--- config.mk ---
export PLATFORM = sky130hd
export DESIGN_NAME = i2css_core
export DESIGN_NICKNAME = d
export VERILOG_FILES = /design/src/core/i2css_pkg.sv /design/src/core/i2css_core.sv /design/src/core/i2css_sync.sv
export SDC_FILE = /design/constraint.sdc
export NUM_CORES = 1
export LEC_CHECK = 0
export BUFFER_PORTS_ARGS = -buffer_cell sky130_fd_sc_hd__buf_2
export CAP_MARGIN = 10
export CORE_MARGIN = 2
export CORE_UTILIZATION = 54
export DETAILED_ROUTE_END_ITERATION = 7
export GPL_ROUTABILITY_DRIVEN = 0
export PLACE_DENSITY = 0.8
export SYNTH_ARGS = -nofsm -noshare
export SYNTH_HDL_FRONTEND = slang
export SYNTH_HIERARCHICAL = 1
export SYNTH_SLANG_ARGS = --single-unit
export TNS_END_PERCENT = 10
--- constraint.sdc ---
create_clock -name core_clk -period 2.3 [get_ports core_clk]
set_input_delay 0.46 -clock core_clk [delete_from_list [all_inputs] [get_ports core_clk]]
set_output_delay 0.46 -clock core_clk [all_outputs]
set_load 0.01 [all_outputs]
--- src/core/i2css_pkg.sv ---
// Package: shared types and constants of the two-wire slave block
package i2css_pkg;
   // ---------------------------------------------------------------
   // Address formats, byte width and bit constants
   // ---------------------------------------------------------------
   localparam int          ADDR7_W       = 7;
   localparam int          ADDR10_W      = 10;
   localparam logic [4:0]  TEN_BIT_MARK  = 5'h1e;   // Leading pattern of a 10-bit first byte
   localparam int          BYTE_W        = 8;
   localparam logic [2:0]  LAST_BIT      = 3'h7;
   localparam int          STRETCH_BIT   = 4;       // Control bit that gates receive stretching

   // ---------------------------------------------------------------
   // Types
   // ---------------------------------------------------------------
   typedef struct packed {
      logic ten_bit;        // Use 10-bit address format
      logic [9:0] addr;     // Own address, 7 bits in [6:0] when ten_bit low
   } i2css_cfg_s;

   typedef struct packed {
      logic [7:0] data;     // Received byte
      logic       is_addr;  // Byte was an address byte
   } i2css_rx_s;

   typedef enum logic [2:0] {
      ST_IDLE, ST_BYTE, ST_ACK, ST_ACK_HOLD, ST_MACK, ST_STRETCH
   } i2css_state_e;
endpackage : i2css_pkg

--- src/core/i2css_core.sv ---
// Two-wire bus slave with acknowledge handling and clock stretching
// Contract
// - Slave matches 7-bit own address followed by R/W, or 10-bit own address with R/W at the end of the first byte.
// - 10-bit address comes as two bytes; first byte's top five bits mark it.
// - Data moves in whole bytes, any number per transfer.
// - As receiver, slave acknowledges its address bytes and each data byte taken while rx_ready is high.
// - When not acknowledging, slave leaves SDA released high.
// - Slave transmitter releases SDA after master not-acknowledge.
// - STOP during the acknowledge clock is a valid end.
// - Slave may hold SCL low to delay the next byte.
// - Stretching happens only after the acknowledge bit, not between individual bits.
// - Transmitter stretches automatically; receiver does not by default.
// - Receive stretching only when control bit 4 is cleared.
module i2css_core
   import i2css_pkg::*;
(
   input  wire logic              core_clk,      // System clock, 50 MHz
   input  wire logic              rst,           // Async reset, active high
   input  wire i2css_pkg::i2css_cfg_s cfg,       // Own address and format
   input  wire logic [7:0]        serial_port_control, // Control byte
   input  wire logic              scl_i,         // SCL pin level
   output logic                   scl_o,         // SCL drive value (always 0)
   output logic                   scl_oe,        // SCL pulled low while high
   input  wire logic              sda_i,         // SDA pin level
   output logic                   sda_o,         // SDA drive value (always 0)
   output logic                   sda_oe,        // SDA pulled low while high
   output i2css_pkg::i2css_rx_s   rx,            // Received byte
   output logic                   rx_valid,      // Pulse: rx holds new byte
   output logic                   rx_nack,       // Pulse: byte not acknowledged
   input  wire logic              rx_ready,      // User can take a byte
   input  wire logic [7:0]        tx_data,       // Byte to send
   input  wire logic              tx_valid,      // tx_data is ready
   output logic                   tx_ready,      // Pulse: tx_data taken
   output logic                   busy,          // Addressed, inside a transfer
   output logic                   reading,       // Addressed for master read
   output logic                   stop_seen      // Pulse: STOP detected
);
   logic scl, scl_rise, scl_fall, sda, sda_rise, sda_fall;
   i2css_state_e state_r, state_nxt;
   logic [7:0] shift_r;
   logic [2:0] bit_r;
   logic       addr_phase_r, second_r, match_r, rw_r, ack_drv_r, tx_drv_r;
   logic       hold_r, active_r, ack_due_r;

   // ---------------------------------------------------------------
   // Pin synchronisers
   // ---------------------------------------------------------------
   i2css_sync u_scl (
      .core_clk (core_clk),
      .rst      (rst),
      .pin_i    (scl_i),
      .level    (scl),
      .rise     (scl_rise),
      .fall     (scl_fall)
   );
   i2css_sync u_sda (
      .core_clk (core_clk),
      .rst      (rst),
      .pin_i    (sda_i),
      .level    (sda),
      .rise     (sda_rise),
      .fall     (sda_fall)
   );

   // ---------------------------------------------------------------
   // Decode
   // ---------------------------------------------------------------
   wire start_det = sda_fall & scl;
   wire stop_det  = sda_rise & scl;
   wire [7:0] byte_in = {shift_r[6:0], sda};
   wire first_10  = byte_in[7:3] == TEN_BIT_MARK;
   // First byte: 7-bit address or 10-bit mark plus high bits
   wire hit7  = ~cfg.ten_bit & (byte_in[7:1] == cfg.addr[6:0]);
   wire hit10 = cfg.ten_bit & first_10
                & (byte_in[2:1] == cfg.addr[9:8]);
   wire hit10b = byte_in == cfg.addr[7:0];
   wire last_bit = bit_r == LAST_BIT;
   // Receive stretching only with control bit cleared; a full consumer gets a NACK
   wire rx_stretch_en = ~serial_port_control[STRETCH_BIT];
   wire need_rx_hold = rx_stretch_en;

   // ---------------------------------------------------------------
   // Next-state decode
   // ---------------------------------------------------------------
   always_comb begin
      state_nxt = state_r;
      case (state_r)
         ST_IDLE:     state_nxt = ST_IDLE;
         ST_BYTE:     if (scl_rise && last_bit) state_nxt = ST_ACK;
         ST_ACK:      if (scl_fall) state_nxt = ST_MACK;
         ST_ACK_HOLD: state_nxt = ST_BYTE;
         ST_MACK:     if (scl_fall) state_nxt = ST_ACK_HOLD;
         ST_STRETCH:  if (~hold_r) state_nxt = ST_BYTE;
         default:     state_nxt = ST_IDLE;
      endcase
      if (stop_det) state_nxt = ST_IDLE;
      if (start_det) state_nxt = ST_BYTE;
   end

   // ---------------------------------------------------------------
   // Byte engine: shifts bits on SCL rise, drives SDA after SCL fall
   // ---------------------------------------------------------------
   always_ff @(posedge core_clk or posedge rst) begin
      if (rst) begin
         state_r      <= ST_IDLE;
         shift_r      <= 8'h00;
         bit_r        <= 3'h0;
         addr_phase_r <= 1'b0;
         second_r     <= 1'b0;
         match_r      <= 1'b0;
         rw_r         <= 1'b0;
         ack_drv_r    <= 1'b0;
         tx_drv_r     <= 1'b0;
         hold_r       <= 1'b0;
         active_r     <= 1'b0;
         ack_due_r    <= 1'b0;
         rx           <= '0;
         rx_valid     <= 1'b0;
         rx_nack      <= 1'b0;
         tx_ready     <= 1'b0;
         stop_seen    <= 1'b0;
      end else begin
         state_r   <= state_nxt;
         rx_valid  <= 1'b0;
         rx_nack   <= 1'b0;
         tx_ready  <= 1'b0;
         stop_seen <= stop_det;
         if (start_det) begin
            // Repeated start keeps 10-bit match for the read turnaround
            bit_r        <= 3'h0;
            addr_phase_r <= 1'b1;
            second_r     <= 1'b0;
            ack_drv_r    <= 1'b0;
            tx_drv_r     <= 1'b0;
            hold_r       <= 1'b0;
            active_r     <= 1'b0;
         end else if (stop_det) begin
            // Release both lines at once, also mid acknowledge
            ack_drv_r <= 1'b0;
            tx_drv_r  <= 1'b0;
            hold_r    <= 1'b0;
            active_r  <= 1'b0;
            match_r   <= 1'b0;
         end else begin
            case (state_r)
               ST_BYTE: begin
                  if (scl_rise) begin
                     shift_r <= byte_in;
                     bit_r   <= bit_r + 3'h1;
                  end
                  if (scl_fall && active_r && rw_r)
                     tx_drv_r <= ~shift_r[7];
                  if (scl_rise && last_bit) begin
                     bit_r     <= 3'h0;
                     ack_due_r <= 1'b0;
                     if (addr_phase_r && !second_r) begin
                        rw_r <= byte_in[0];
                        if (hit7) begin
                           addr_phase_r <= 1'b0;
                           active_r     <= 1'b1;
                           ack_due_r    <= 1'b1;
                        end else if (hit10 && byte_in[0] && match_r) begin
                           addr_phase_r <= 1'b0;
                           active_r     <= 1'b1;
                           ack_due_r    <= 1'b1;
                        end else if (hit10 && !byte_in[0]) begin
                           second_r  <= 1'b1;
                           ack_due_r <= 1'b1;
                        end else begin
                           addr_phase_r <= 1'b0;
                        end
                     end else if (second_r) begin
                        second_r     <= 1'b0;
                        addr_phase_r <= 1'b0;
                        match_r      <= hit10b;
                        active_r     <= hit10b;
                        ack_due_r    <= hit10b;
                     end else if (active_r && !rw_r) begin
                        rx.data    <= byte_in;
                        rx.is_addr <= 1'b0;
                        rx_valid   <= rx_ready;
                        rx_nack    <= ~rx_ready;
                        ack_due_r  <= rx_ready;
                     end
                  end
               end
               // Ack waits for the eighth fall: SDA moving with SCL high reads as START
               ST_ACK: begin
                  if (scl_fall) begin
                     ack_drv_r <= ack_due_r;
                     tx_drv_r  <= 1'b0;
                  end
               end
               // Ninth bit: master acknowledge in, own acknowledge out
               ST_MACK: begin
                  if (scl_rise && active_r && rw_r && !ack_drv_r && sda)
                     active_r <= 1'b0;
                  if (scl_fall) begin
                     ack_drv_r <= 1'b0;
                     tx_drv_r  <= 1'b0;
                     // Transmit holds SCL unless the master refused the byte; receive only when allowed
                     if (active_r && rw_r)
                        hold_r <= 1'b1;
                     else if (active_r && need_rx_hold)
                        hold_r <= 1'b1;
                  end
               end
               ST_ACK_HOLD: ;
               default: ;
            endcase
            // Release SCL once data can flow again
            if (hold_r && state_r != ST_MACK) begin
               if (rw_r && tx_valid) begin
                  shift_r  <= tx_data;
                  tx_drv_r <= ~tx_data[7];
                  tx_ready <= 1'b1;
                  hold_r   <= 1'b0;
               end else if (!rw_r && rx_ready) begin
                  hold_r <= 1'b0;
               end
            end
         end
      end
   end

   // ---------------------------------------------------------------
   // Open-drain outputs: drive only low
   // ---------------------------------------------------------------
   assign sda_o   = 1'b0;
   assign scl_o   = 1'b0;
   assign sda_oe  = ack_drv_r | tx_drv_r;
   assign scl_oe  = hold_r;
   assign busy    = active_r;
   assign reading = active_r & rw_r;
endmodule // i2css_core

--- src/core/i2css_sync.sv ---
// Two-flop synchroniser with edge detection for one bus line
module i2css_sync (
   input  wire logic core_clk,   // System clock
   input  wire logic rst,        // Async reset, active high
   input  wire logic pin_i,      // Raw pin level
   output logic      level,      // Synchronised level
   output logic      rise,       // One-cycle rising pulse
   output logic      fall        // One-cycle falling pulse
);
   logic meta_r, sync_r, last_r;

   // ---------------------------------------------------------------
   // Synchroniser; lines idle high so reset to one
   // ---------------------------------------------------------------
   always_ff @(posedge core_clk or posedge rst) begin
      if (rst) begin
         meta_r <= 1'b1;
         sync_r <= 1'b1;
         last_r <= 1'b1;
      end else begin
         meta_r <= pin_i;
         sync_r <= meta_r;
         last_r <= sync_r;
      end
   end

   // Edges compare only second and third flops
   assign level = sync_r;
   assign rise  = sync_r & ~last_r;
   assign fall  = ~sync_r & last_r;
endmodule // i2css_sync

==> impl_metrics.toml <==
[final_layout]
finalInstanceArea_sq_mm = 0.00262
drive_gt1_frac = 0.306
regArea_sq_mm = 0.00103
final_cells = 328
nNetsFinal = 312
diodes = 0
fillers = 338
final_util = 0.651
multi_input_area_sq_mm = 0.00112
synthToLayoutAreaGrowth_pct = 15.7

[floorplan]
io_pins = 52
rows = 23
coreArea_sq_mm = 0.00403
die_h_um = 68.8
dieArea_sq_mm = 0.00473
initial_core_util = 0.563
die_x_um = 68.8

[timing]
setup_tns_ps = 0
max_freq_ghz = 0.487
setup_ws_ps = 246
setup_viol = 0
skew_ps = 5.87
slew_headroom = 0.560
period_share = 0.893
rsz0062_at_grt = "false"
hold_ws_ps = 221
tightest_slew_ps = 655
maxSlewViolCount = 0
hold_violations = 0
period_minus_slack_ps = 2050

[clocking]
cts.sinks = 41
cts_inserted_buffers = 5
hold_buffers = 0
cts_resized = 0
clkTransAtPathRegs_ps = 80
htree_levels = 2
root_buffer = "clkbuf_8"
insertion_delay_ps = 290
clockBufferDepth = 2
tritoncts = "built"
cts_setup_buffers = 0

[worst_setup_path]
cpPeakStageDelay_ps = 600
critPathCaptureType = "flop"
crit_path_start = "u_scl/level"
cp.arrival_ps = 2240
path_class = "reg2reg"
cp.required_ps = 2490
crit_end = "rx[2]"
critPathSlowestCell = "dfstp_2"
r2r_cells = 6
r2r_end = "rx[2]"
reg2reg_from = "u_scl/level"
path_cells = "nor2b_1 -> and4bb_2 -> nand2_1 -> nor2_4 -> nand2_2 -> mux2_2"
crit_path_max_fanout = 9
critPathLaunchType = "flop"
r2r_slack_ps = 250

[flow_run]
maxCapViolCount = 0

[global_routing]
grt_use_total = 0.244
antenna_found_initial = 0
overflow = 0
grt_start_max_net_pins = 36
grt_pass1_vias = 1788
grt_pass1_wl_mm = 8.43

[detailed_routing]
drt_wl_total_mm = 4.98
wire_per_inst_um = 15.2
route.detailed.drc = 0
dr.first_iter.drc_count = 197
num_vias = 1865
dr.pass1.iters = 5
via_per_inst = 5.69
ant_nets = 0

[synth]
yosysSeqAreaShare = 0.456
syn_area_sq_mm = 0.00227
avgSynthCellArea_sq_um = 9.57
synth.distinct_cells = 54
syn_inst = 237
synth_seq_cells = 41
yosysWarnings = 6

[power_and_ir_drop]
combinationalPowerShare = 0.170
switchingPower_mw = 0.531
internal_power_mw = 1.30
powerDensity_mw_per_mm2 = 696
p_leak_nw = 1.19
vdd_drop_max_uv = 545
pwr-share-seq = 0.493
p_clk_frac = 0.337
fin_total_pwr_mw = 1.83
swShare = 0.291

[placed_design]
dp.cells = 320
io_buffers = 41
dpl.hpwl_mm = 3.65
dpl_cell_area_sq_mm = 0.00250
post-place-ws_ps = 257

[outcome]
outcome = "completed"

[worst_hold_path]
hold_path.class = "in2async"
-- synthesized netlist by cell type, drive strengths merged --
cell type | n | area [sq um]
dfrtp | 35 | 876
a21oi | 20 | 108
nor2 | 20 | 85.1
nand2 | 18 | 70.1
o21ai | 11 | 55.1
inv | 10 | 37.5
o22ai | 10 | 62.6
xor2 | 10 | 87.6
mux2 | 9 | 101
buf | 8 | 53.8
clkbuf | 8 | 30.0
nor2b | 7 | 43.8
xnor2 | 7 | 61.3
dfstp | 6 | 158
nor3 | 6 | 35.0
nand2b | 4 | 25.0
nand3 | 4 | 20.0
a31oi | 3 | 18.8
and2 | 3 | 18.8
and2b | 3 | 25.0
nand4 | 3 | 25.0
nor4 | 3 | 18.8
a22o | 2 | 17.5
a22oi | 2 | 15.0
ha | 2 | 25.0
nor3b | 2 | 15.0
o21a | 2 | 15.0
o31ai | 2 | 15.0
o32ai | 2 | 17.5
or2 | 2 | 12.5
a2111oi | 1 | 8.76
a2bb2oi | 1 | 8.76
a32oi | 1 | 8.76
a41oi | 1 | 16.3
and4bb | 1 | 12.5
conb | 1 | 3.75
nand3b | 1 | 7.51
nand4b | 1 | 8.76
o2bb2ai | 1 | 8.76
o311ai | 1 | 8.76
or3 | 1 | 6.26
or3b | 1 | 8.76
or4 | 1 | 11.3
-- metal layers --
layer | track usage | part of all wire
met3 | 0.0455 | 0.054
met1 | 0.339 | 0.45
met2 | 0.391 | 0.48
met5 | 0 | 0
met4 | 0.0735 | 0.011
-- critical path, delay by kind of cell (launching register included) --
family / cells / cell delay, ps
mux: 1 / 320
flops: 1 / 600
simple gates: 5 / 1010
-- registers in the layout (all words and copies together), names as in the netlist, 3 cells and up --
register	cells
bit_r	3
rx	8
shift_r	8
state_r	3
-- power groups by stage --
stage | Combinational [mW] | Clock [mW] | Sequential, mW
global route | 0.357 | 0.647 | 0.912
global placement | 0.298 | 0 | 0.908
detailed placement | 0.311 | 0 | 0.913
floorplan | 0.314 | 0 | 0.836
finish | 0.311 | 0.615 | 0.901
CTS | 0.313 | 0.619 | 0.899
-- area by class of cell --
cell class,count,area share
clock buffer,6,0.0315
clock inverter,2,0.0143
inverter,10,0.0143
multi-input combinational,172,0.427
sequential,41,0.394
tap,50,0.0238
timing repair buffer,47,0.0954
-- how the worst min path moves through the flow --
| stage | start | end | slack (ps) | cells after the start |
|---|---|---|---|---|
| 6_report | rst | u_scl/last_r | 220 | 2 |
| 5_1_grt | rst | u_scl/meta_r | 220 | 2 |
| 4_1_cts | rst | u_scl/meta_r | 220 | 2 |
| 3_5_place_dp | u_sda/meta_r | u_sda/level | 350 | 0 |
| 3_3_place_gp | u_sda/meta_r | u_sda/level | 350 | 0 |
| 2_1_floorplan | u_scl/meta_r | u_scl/level | 350 | 0 |
-- cell families after synthesis --
group                    Yosys count  synth area share
AND/OR/NAND/NOR                   81             0.198
AO/OA/AOI/OAI                     60             0.169
flip-flops                        41             0.456
buffers and inverters             26            0.0535
XOR/XNOR                          17            0.0657
multiplexers                       9            0.0447
adder cells (fa/ha/maj)            2            0.0110
other                              1           0.00165
-- placed cells by master, fill, tap and decap left out, types with 3 or more instances in the layout --
cell type   n
nand2b_1    4
a21oi_1    18
xor2_1     10
clkbuf_8    6
buf_4       6
nor2b_1     7
nor4_1      3
nand3_1     4
conb_1      3
a31oi_1     3
nor2_1     18
dfstp_2     6
o22ai_1    10
inv_1      10
o21ai_0    10
nor3_1      5
nand2_1    17
mux2_2      9
xnor2_1     7
buf_2      41
dfrtp_1    35
(Power assumes the default switching activity.)
